[config.mk]
export PLATFORM = sky130hd
export DESIGN_NAME = cond_branch_unit
export DESIGN_NICKNAME = d
export VERILOG_FILES = /design/src/verilog/branch_pkg.sv /design/src/verilog/decode_if.sv /design/src/verilog/cond_branch_unit.sv /design/src/verilog/branch_decode.sv
export SDC_FILE = /design/constraint.sdc
export NUM_CORES = 1
export LEC_CHECK = 0
export BUFFER_PORTS_ARGS = -buffer_cell sky130_fd_sc_hd__buf_2
export CORE_ASPECT_RATIO = 0.75
export CORE_UTILIZATION = 51
export CTS_CLUSTER_SIZE = 25
export DETAILED_ROUTE_END_ITERATION = 12
export GPL_TIMING_DRIVEN = 1
export PLACE_DENSITY = 0.87
export REMOVE_ABC_BUFFERS = 1
export SETUP_SLACK_MARGIN = 0.3
export SYNTH_ARGS = -nofsm -noshare
export SYNTH_HDL_FRONTEND = slang
export SYNTH_SLANG_ARGS = --single-unit
[constraint.sdc]
create_clock -name ref_clk -period 5.6 [get_ports ref_clk]
set_input_delay 0.56 -clock ref_clk [delete_from_list [all_inputs] [get_ports ref_clk]]
set_output_delay 0.56 -clock ref_clk [all_outputs]
set_load 0.01 [all_outputs]
[src/verilog/branch_pkg.sv]
package branch_pkg;

  // instruction field layout (bit 0 of the printed layout is bit 31 here)
  localparam int          OPC_LSB     = 26;
  localparam int          DELAY_BIT   = 25;
  localparam int          COND_LSB    = 21;
  localparam int          IMM_LSB     = 0;
  localparam int          ZERO_LSB    = 0;
  localparam int          ZERO_WIDTH  = 11;

  // major opcodes
  localparam logic [5:0]  OPC_REG     = 6'h27;
  localparam logic [5:0]  OPC_IMM     = 6'h2f;

  // condition codes handled by this unit
  localparam logic [3:0]  COND_NE     = 4'h1;
  localparam logic [3:0]  COND_LT     = 4'h2;
  localparam logic [3:0]  COND_LE     = 4'h3;

  // fall-through step and cycle counts
  localparam logic [31:0] PC_STEP     = 32'h0000_0004;
  localparam logic [1:0]  LAT_FAST    = 2'h1;
  localparam logic [1:0]  LAT_DELAY   = 2'h2;
  localparam logic [1:0]  LAT_SLOW    = 2'h3;

  // reset values
  localparam logic [31:0] PC_RESET    = 32'h0000_0000;
  localparam logic [15:0] PREFIX_RESET = 16'h0000;

  typedef enum logic {
    PH_IDLE = 1'b0,
    PH_BUSY = 1'b1
  } phase_t;

endpackage

[src/verilog/decode_if.sv]
`timescale 1ns/100ps
`default_nettype none

interface decode_if;
  logic [31:0] instr;
  logic        hit;
  logic        imm_form;
  logic        delay;
  logic [3:0]  cond;
  logic [15:0] imm_field;

  modport decoder (
    input  instr,
    output hit,
    output imm_form,
    output delay,
    output cond,
    output imm_field
  );

  modport core (
    output instr,
    input  hit,
    input  imm_form,
    input  delay,
    input  cond,
    input  imm_field
  );
endinterface

`default_nettype wire

[src/verilog/cond_branch_unit.sv]
// Behaviour
// RL1: imm less-or-equal: zero/negative jumps, else plus 4
// RL2: reg less-than: negative jumps by offset register
// RL3: imm less-than: negative jumps, else next word
// RL4: reg not-equal: nonzero jumps by offset register
// RL5: imm not-equal: nonzero jumps, else plus 4
// RL6: delay bit sits at position 6
// RL7: delay set: following instruction completes first
// RL8: delay clear and taken: following instruction squashed
// RL9: reg form latency 1, 2 or 3
// RL10: imm form 1 cycle, 2 taken with delay
// RL11: imm form 3 cycles without delay or mispredicted
// RL12: immediate sign extended from 16 to 32
// RL13: preceding prefix replaces the sign-extended operand
// RL14: immediate encoding fields and condition codes
// RL15: register encoding fields with zero tail
// RL16: only program counter changes, nothing else
// RL17: prefix gives upper half, one instruction only
// RL18: no prefix, branch or break in slot
// RL19: interrupts held until branch and slot complete
`timescale 1ns/100ps
`default_nettype none

module cond_branch_unit (
  input  wire logic        ref_clk,
  input  wire logic        srst,
  input  wire logic        issue_valid,
  output logic             issue_ready,
  input  wire logic [31:0] issue_instr,
  input  wire logic [31:0] issue_pc,
  input  wire logic [31:0] tested_source_register,
  input  wire logic [31:0] offset_register,
  input  wire logic        predict_valid,
  input  wire logic        predict_taken,
  input  wire logic        prefix_load,
  input  wire logic [15:0] prefix_value,
  input  wire logic        other_issue,
  input  wire logic        slot_done,
  output logic             done,
  output logic             taken,
  output logic [31:0]      next_pc,
  output logic             slot_allow,
  output logic             squash_next,
  output logic             irq_hold
);

  typedef struct packed {
    branch_pkg::phase_t phase;
    logic [1:0]         count;
    logic               taken;
    logic               delay;
    logic               slot_pending;
    logic [31:0]        next_pc;
    logic               prefix_valid;
    logic [15:0]        prefix_hi;
  } unit_state_t;

  unit_state_t st;
  unit_state_t next_st;
  decode_if    dif ();
  logic        accept;
  logic        cond_now;
  logic [31:0] operand;
  logic [1:0]  lat;

  function automatic logic [31:0] pc_add(input logic [31:0] base,
                                         input logic [31:0] off);
    pc_add = base + off;
  endfunction

  function automatic logic test_cond(input logic [3:0]  cond,
                                     input logic [31:0] value);
    case (cond)
      branch_pkg::COND_LE: test_cond = value[31] || (value == 32'h0);
      branch_pkg::COND_LT: test_cond = value[31];
      branch_pkg::COND_NE: test_cond = (value != 32'h0);
      default:             test_cond = 1'b0;
    endcase
  endfunction

  assign dif.instr = issue_instr;

  branch_decode u_decode (
    .dif (dif)
  );

  // handshake and result outputs; all are formed from flops alone, none from inputs
  assign issue_ready = (st.phase == branch_pkg::PH_IDLE);
  assign done        = (st.phase == branch_pkg::PH_BUSY) &&
                       (st.count == 2'h1);
  assign taken       = st.taken;
  assign next_pc     = st.next_pc; // RL16
  assign slot_allow  = st.delay; // RL7
  assign squash_next = st.taken && !st.delay; // RL8
  // a late interrupt would split the branch from its slot instruction
  assign irq_hold    = (st.phase == branch_pkg::PH_BUSY) ||
                       st.slot_pending; // RL19

  // operand, outcome and cycle count of the offered instruction
  always_comb begin
    accept   = issue_valid && issue_ready && dif.hit;
    cond_now = test_cond(dif.cond, tested_source_register); // RL1 RL3 RL5
    if (!dif.imm_form) begin
      operand = offset_register; // RL2 RL4
    end else if (st.prefix_valid) begin
      operand = {st.prefix_hi, dif.imm_field}; // RL13 RL17
    end else begin
      operand = {{16{dif.imm_field[15]}}, dif.imm_field}; // RL12
    end
    // prediction only speeds the immediate form; wrong guess costs most
    if (dif.imm_form && predict_valid) begin
      lat = (predict_taken == cond_now) ? branch_pkg::LAT_FAST
                                        : branch_pkg::LAT_SLOW; // RL10 RL11
    end else if (!cond_now) begin
      lat = branch_pkg::LAT_FAST; // RL9 RL10
    end else if (dif.delay) begin
      lat = branch_pkg::LAT_DELAY; // RL9 RL10
    end else begin
      lat = branch_pkg::LAT_SLOW; // RL9 RL11
    end
  end

  // sequencing, prefix tracking and slot hold
  always_comb begin
    next_st = st;
    unique case (st.phase)
      branch_pkg::PH_IDLE: begin
        if (accept) begin
          next_st.phase   = branch_pkg::PH_BUSY;
          next_st.count   = lat;
          next_st.taken   = cond_now;
          next_st.delay   = dif.delay;
          next_st.next_pc = cond_now ? pc_add(issue_pc, operand)
                                     : pc_add(issue_pc, branch_pkg::PC_STEP);
        end
      end
      branch_pkg::PH_BUSY: begin
        next_st.count = st.count - 2'h1;
        if (st.count == 2'h1) begin
          next_st.phase = branch_pkg::PH_IDLE;
        end
      end
    endcase
    // the slot instruction is trusted not to be another branch
    if (slot_done) begin
      next_st.slot_pending = 1'b0; // RL19
    end
    if (accept && dif.delay) begin
      next_st.slot_pending = 1'b1; // RL19
    end
    // any issued instruction uses up the prefix; a new load wins
    if ((issue_valid && issue_ready) || other_issue) begin
      next_st.prefix_valid = 1'b0; // RL17
    end
    if (prefix_load) begin
      next_st.prefix_valid = 1'b1;
      next_st.prefix_hi    = prefix_value;
    end
  end

  always_ff @(posedge ref_clk) begin
    if (srst) begin
      st              <= '0;
      st.phase        <= branch_pkg::PH_IDLE;
      st.next_pc      <= branch_pkg::PC_RESET;
      st.prefix_hi    <= branch_pkg::PREFIX_RESET;
    end else begin
      st <= next_st;
    end
  end
endmodule

`default_nettype wire

[src/verilog/branch_decode.sv]
`timescale 1ns/100ps
`default_nettype none

module branch_decode (
  decode_if.decoder dif
);

  logic [5:0] opcode;
  logic       cond_known;

  // field split and recognition of the three tests in both forms
  always_comb begin
    opcode        = dif.instr[branch_pkg::OPC_LSB +: 6];
    dif.imm_form  = (opcode == branch_pkg::OPC_IMM); // RL14
    dif.delay     = dif.instr[branch_pkg::DELAY_BIT]; // RL6
    dif.cond      = dif.instr[branch_pkg::COND_LSB +: 4]; // RL14
    dif.imm_field = dif.instr[branch_pkg::IMM_LSB +: 16];
    cond_known    = (dif.cond == branch_pkg::COND_LE) ||
                    (dif.cond == branch_pkg::COND_LT) ||
                    (dif.cond == branch_pkg::COND_NE);
    // register form insists on a clean zero tail, else not ours
    dif.hit       = cond_known && (dif.imm_form ||
                    ((opcode == branch_pkg::OPC_REG) &&
                     (dif.instr[branch_pkg::ZERO_LSB +: branch_pkg::ZERO_WIDTH]
                      == 11'h000))); // RL15
  end

endmodule

`default_nettype wire

# == After elaboration in Yosys (flattened, before gate mapping) ==
# Cells that the tools add are included.
# totals
inputBits,152
reg_bits,55
# op_classes
eq_ne,8
bitwise_logic,1
reduce_logical,21
n_mux,15
addsub,3
# ops
cell,count
$mux 32,3
$add 32x3->32 const B,1
$add 32x32->32,1
$logic_not 32->1,1
$reduce_bool 32->1,1
$mux 17,1
$eq 6x6->1 const B,2
$logic_not 11->1,1
$eq 4x2->1 const B,2
$logic_and 1x1->1,8
$logic_or 1x1->1,6
$mux 2,3
$pmux 3 s2,1
$mux 1,5
$mux 5,1
$eq 4x1->1 const B,1
$reduce_bool 2->1,2
$pmux 1 s3,1
$eq 2x1->1 const B,1
$ne 2x1->1 const B,1
$reduce_and 2->1,1
$sub 2x1->2 const B,1
$eq 1x1->1,1
$logic_not 1->1,1
$not 1->1,1

# == Depth between registers and ports, before layout ==
# Gate-level depths: netlist of run 1.
# depth
depth_word,8
depth_mapped,18
ltp_nobuf,17

# == Hierarchy ==
# A second synthesis of run 1 with hierarchy kept.
# hier_totals
hier_cells,709
area_unflattened_um2,5367.6
# by_module_without_submodules
mod,n_inst,cells_per_inst,area_each_um2,seq_area_each_um2
cond_branch_unit,1,677,5134.9,1101.1
branch_decode,1,32,232.7,0.0

# == Worst setup path before layout of run 1 ==
# Ideal clock, no wire load.
# synth_path
path_type,input-to-reg
start,in issue_instr[31]
end,"reg, netlist name next_pc[30]"
path_slack_ns,1.432
arrival_ns,4.080
path_buffers,2
stages,16
setup_time_ns,0.088
cell_sequence,nor2b_1 > nand4_1 > inv_1 > nand2_1 > clkbuf_1 > buf_1 > mux2_2 > ha_1 > a2111oi_4 > nand2_1 > a211o_1 > a31oi_4 > o21ai_2 > o31a_1 > o2111a_1 > nor4_2
# synth_between
elab_chain_len,6
# synth_lines
item,line,text
from (decl),cond_branch_unit.sv:29,"input wire logic [31:0] issue_instr,"
branches (longest 6 deep; another with $add 32x32->32),n/a,
# Several ways; the timed one is not identified.
# A chain may end at the register's enable or synchronous reset.

# == Worst setup path in the final report of run 1 ==
# layout_path
start,in issue_instr[31]
end,"reg, netlist name next_pc[30]"
# layout_between
elab_chain_len,6
# layout_lines
item
branches (longest 6 deep; another with $add 32x32->32)
# Several ways; the timed one is not identified.

==> qor.yml, run 1 <==
floorplanning:
  start_util_pct: 52.4
  fp.dieArea_sq_um: 10300
  ios: 190
  fp.dieH_um: 88.1
  core_area_sq_um: 9620
  die_width_um: 117
  rows: 31
critical_path:
  critical_path.top_delay_family: "compound AO/OA/AOI/OAI gates"
  cpPeakStageDelay_ps: 620
  critPathCaptureType: "register"
  cp.depth: 16
  cp-start-kind: "primary input"
  worstSetupPathType: "primary input to register"
  ff2ff_path_depth: 12
  path_max_fanout: 34
  arrival_ps: 4460
  crit_slowest_cell: "nand2_1"
  cp_cell_sequence: "buf_2 > nor2b_1 > nand4_1 > inv_1 > nand2_1 > buf_4 > mux2_2 > ha_1 > a21oi_1 > o21ai_0 > a22o_1 > a31oi_4 > o21ai_2 > o31a_1 > o2111a_1 > nor4_2"
  path_buf_inv: 3
  crit_required_ps: 5820
logic_synthesis:
  seq_area_frac_synth_pct: 21.8
  synth-seq-cells: 55
  avgSynthCellArea_sq_um: 7.69
  syn_inst: 655
  async_reset_ff_share_pct: 0
  synth-main-ff-cell: "dfxtp_1"
  yosys_warnings: 0
  synth_edf_count: 0
  yosysUniqueCellTypes: 52
  netlist_area_sq_um: 5040
clock_tree:
  cts_tree: "yes"
  clock_sinks: 55
  cts.repair.resized: 0
  clockBufferDepth: 2
  insertion_delay_ps: 300
  cts_setup_buffers: 0
  hold_buffers: 0
  cts_buffers: 5
  root_buffer: "clkbuf_16"
  h-tree-depth: 2
  clk_pin_slew_worst_paths_ps: 80
power:
  clkPwrFrac_pct: 33.1
  comb_power_share_pct: 31.1
  seq_power_share_pct: 35.8
  ir_worst_vdd_v: 0.000116
  p_per_area_nw_per_um2: 187
  total_power_mw: 1.13
  p_int_mw: 0.769
  p_sw_share_pct: 31.8
  p_leak_nw: 2.84
  switchingPower_mw: 0.359
finish:
  area_growth_syn_to_layout_pct: 19.4
  num_antenna_cells: 0
  fill_cells: 907
  drive_gt1_share_pct: 28.6
  nets: 983
grt:
  grt_pass1_vias: 4614
  grt_pass1_wl_um: 22200
  antenna_found_initial: 0
  grt_max_degree: 39
  overflow: 0
  grt.total_usage_pct: 27.3
run:
  max_cap_violations: 0
timing:
  slew_violations: 0
  hold_viol_final: 0
  rsz0062_at_grt: "no"
  fin_crit_ps: 4250
  setup_viol: 0
  fin_setup_tns_ps: 0
  relSlewSlack_pct: 31.8
  worst_clock_skew_ps: 5.62
  fin_crit_sh_pct: 75.8
  tightest_slew_ps: 1020
  fmax_ghz: 0.235
place:
  port_buffers: 184
  dp_hpwl_um: 11200
  gp_congestion: 0.907
detailed_routing:
  viasPerCell: 5.71
  first_iter_violations: 378
  drtAntennaViolNets: 0
  wire_per_inst_um: 15.6
  firstDrtPassIters: 6
  wl_um: 14500
  vias: 5291
  drc: 0
status:
  status: "completed"
hold_path:
  whs_path_depth: 2
  hold_path_class: "register to register"
[worst min-delay path, stage by stage (launching register included)]
cell and delay [ps]:
dfxtp_1 320, nand2_1 50, nand2_1 40
[cell families after synthesis]
| logic type | Yosys count | synth area share [%] |
|---|---|---|
| AOI/OAI and AO/OA | 196 | 24.6 |
| xor gates and xnor gates | 56 | 9.73 |
| muxes | 35 | 7.35 |
| adders and majority gates | 37 | 9.33 |
| DFF | 55 | 21.8 |
| and+or+nand+nor | 207 | 19.6 |
| buffers and inverters | 69 | 7.57 |
[layout make-up]
type | instances | area, sq um | share of cell area, %
clock buffer | 5 | 125 | 2.08
clock inverter | 3 | 46.3 | 0.769
inverter | 10 | 37.5 | 0.624
multi-input combinational | 531 | 3570 | 59.3
sequential | 55 | 1100 | 18.3
tap | 132 | 165 | 2.74
timing repair buffer | 191 | 973 | 16.2
[cells in the final DEF (no fill, tap or decap), drive strengths merged, types with 18 or more instances in the layout]
cell type  netlist  routed
o21ai           53      53
a21oi           62      62
a21o            18      18
dfxtp           55      55
xnor2           31      31
nor2            50      50
xor2            25      25
nand2           72      72
mux2i           19      19
buf             35     191
ha              36      36
[power groups by stage]
stage	sequential (mW)	combinational (mW)	clock, mW
finish	0.404	0.351	0.374
global route	0.405	0.388	0.390
detailed placement	0.413	0.340	0
global placement	0.413	0.335	0
CTS	0.404	0.345	0.372
floorplan	0.412	0.220	0
[routing by layer]
layer | global-route usage, % | wire (um) | vias to the layer above
met5 | 0 | 0 | -
met4 | 5.98 | 180 | 0
met3 | 3.88 | 1010 | 16
met2 | 44.3 | 6360 | 220
met1 | 38.2 | 6940 | 2426
li1 | - | - | 2629
[cell usage after synthesis (16+ instances only)]
cell      number  area share (%)
ha_1          36             8.9
buf_4         32             4.8
nand2_1       72             5.4
a21oi_1       62             6.2
xnor2_1       31             5.4
nor2_1        50             3.7
o21ai_0       46             4.6
mux2i_1       19             3.8
dfxtp_1       55              22
clkbuf_1      24             1.8
xor2_1        25             4.3
a21o_1        18             2.7
mux2_2        16             3.6
[path summary, 6_finish.rpt]
check / slack (ps) / end / start
worst max register to register: 2210 / next_pc[30]$_SDFFE_PP0P_ / st[16]$_SDFFE_PP0P_
worst min register to register: 440 / next_pc[11]$_SDFFE_PP0P_ / next_pc[11]$_SDFFE_PP0P_
worst max-delay path: 1350 / next_pc[30]$_SDFFE_PP0P_ / issue_instr[31]
worst min-delay path: 440 / next_pc[11]$_SDFFE_PP0P_ / next_pc[11]$_SDFFE_PP0P_
[state kept, by name (all words and copies together) (netlist names)]
| name | cells |
|---|---|
| taken | 1 |
| next_pc | 32 |
| st | 21 |
| slot_allow | 1 |
[through the flow]
step	setup WS [ps]	utilization, %	hold WS, ps	area (sq um)	cells
after floorplan	1360	-	439	4700	596
after global placement	1120	60.8	436	5850	919
after detailed placement	1100	60.8	440	5850	919
after CTS	1390	62.6	449	6020	927
after global routing	1070	62.6	474	6020	927
final	1350	62.6	444	6020	927
Power figures use the tool's default switching activity.
==> run 2: changes to the inputs <==
==> constraint.sdc (replaced) <==
create_clock -name ref_clk -period 4.1 [get_ports ref_clk]
set_input_delay 0.41 -clock ref_clk [delete_from_list [all_inputs] [get_ports ref_clk]]
set_output_delay 0.41 -clock ref_clk [all_outputs]
set_load 0.01 [all_outputs]
==> run 2 against run 1 <==
  * Power rose by 39%
  * Sequential share of layout area fell by 0.26 points
  * Die area did not move
  * Largest power group unchanged
==> qor.yml, run 2 (synthesis results as in run 1) <==
detailed_routing:
  wire_per_inst_um: 15.6
  drc: 0
  first_iter_violations: 499
  viasPerCell: 5.76
  vias: 5393
  firstDrtPassIters: 7
  drtAntennaViolNets: 0
  wl_um: 14600
critical_path:
  arrival_ps: 3660
  crit_start: "issue_instr[31]"
  r2r_start: "st[16]$_SDFFE_PP0P_"
  crit_required_ps: 4310
  path_max_fanout: 7
  worstSetupPathType: "primary input to register"
  critPathCaptureType: "register"
  cp-start-kind: "primary input"
timing:
  fmax_ghz: 0.290
  hold_viol_final: 0
  setup_slack_ps: 655
  relSlewSlack_pct: 34.6
  fin_crit_ps: 3450
  tightest_slew_ps: 980
  holdWs_ps: 344
  rsz0062_at_grt: "no"
  fin_setup_tns_ps: 0
  fin_crit_sh_pct: 84.0
  worst_clock_skew_ps: 7.97
  slew_violations: 0
  setup_viol: 0
grt:
  top_usage_layer: "met2"
  grt_pass1_wl_um: 22300
  antenna_found_initial: 0
  grtUsageMet1_pct: 38.7
  grt_max_degree: 35
  use_met2_pct: 44.1
  grt.total_usage_pct: 27.6
  met3_usage_pct: 3.53
  grt_pass1_vias: 4679
  overflow: 0
clock_tree:
  clockBufferDepth: 2
  clock_sinks: 55
  hold_buffers: 0
  clk_pin_slew_worst_paths_ps: 80
  root_buffer: "clkbuf_16"
  insertion_delay_ps: 300
  cts_buffers: 5
  h-tree-depth: 2
  cts_tree: "yes"
place:
  gp_congestion: 0.945
  dp_slack_ps: 150
  port_buffers: 184
  dp_hpwl_um: 11500
hold_path:
  hold_path_class: "primary input to register"
  hp-start: "prefix_value[0]"
power:
  total_power_mw: 1.57
  ir_worst_vdd_v: 0.000161
  p_leak_nw: 2.90
  p_int_mw: 1.08
  seq_power_share_pct: 35.0
  switchingPower_mw: 0.492
  clkPwrFrac_pct: 33.5
  p_per_area_nw_per_um2: 257
  p_sw_share_pct: 31.3
  comb_power_share_pct: 31.5
floorplanning:
  ios: 190
  rows: 31
  die_width_um: 117
  fp.dieArea_sq_um: 10300
  fp.dieH_um: 88.1
  core_area_sq_um: 9620
  start_util_pct: 52.4
finish:
  top_regs: "next_pc x32, st x21"
  seq_area_sq_um: 1100
  final_common_cell: "buf_2"
  nets: 992
  mostFrequentLayoutCells: "buf_2 (184), nand2_1 (71), a21oi_1 (62), dfxtp_1 (55), nor2_1 (49)"
  top_register: "next_pc"
  area_growth_syn_to_layout_pct: 21.1
  drive_gt1_share_pct: 29.9
  num_antenna_cells: 0
  fill_cells: 840
  multi_input_area_sq_um: 3580
  largest_reg_flops: 32
run:
  max_cap_violations: 0
status:
  status: "completed"
==> run 2: per-layer routing <==
metal	wire [um]	part of all wire, %
met1	6800	47
met2	6380	44
met3	1170	8.0
met4	250	1.7
met5	0	0
==> run 2: final cells by class <==
cell class	instances	area share, %
clock inverters	2	0.635
multi-input cells	531	58.7
repair buffers	200	17.1
clock buffers	6	2.28
inverters	10	0.615
flip-flops and latches	55	18.0
well taps	132	2.71
==> run 2: power groups by stage <==
| stage | sequential [mW] | clock, mW | combinational (mW) |
|---|---|---|---|
| finish | 0.550 | 0.525 | 0.494 |
| CTS | 0.549 | 0.524 | 0.480 |
| floorplan | 0.562 | 0 | 0.301 |
| detailed placement | 0.562 | 0 | 0.475 |
| global placement | 0.562 | 0 | 0.466 |
| global route | 0.551 | 0.546 | 0.544 |
==> run 2: path summary, 6_finish.rpt <==
kind                              end  slack [ps]  cells past startpoint
max          next_pc[30]$_SDFFE_PP0P_         650                     18
max reg2reg  next_pc[31]$_SDFFE_PP0P_        1070                     13
min                st[0]$_SDFFE_PP0P_         340                      3
min reg2reg  next_pc[11]$_SDFFE_PP0P_         450                      2
==> run 2: worst max-delay path: stages <==
cell	delay [ps]
buf_2	90
nor2b_2	140
nand4_1	130
inv_2	80
nand2_4	120
mux2_2	340
ha_1	200
inv_1	80
fa_2	210
nor2b_1	70
o31ai_2	320
nand2_1	110
a211o_1	360
a31oi_4	250
o21ai_2	110
o31a_1	280
o2111a_1	250
nor4_2	110
==> run 2: repair_timing <==
action                                  CTS  global route
resized for setup                         0             5
endpoints found under the setup margin    0             5
setup buffers                             0             3
==> run 2: stage by stage <==
stage	instances	utilization (%)	instance area (sq um)
global route	936	63.5	6100
detailed placement	925	61.3	5890
floorplan	596	-	4700
global placement	925	61.3	5890
CTS	933	63.1	6070
finish	936	63.5	6100
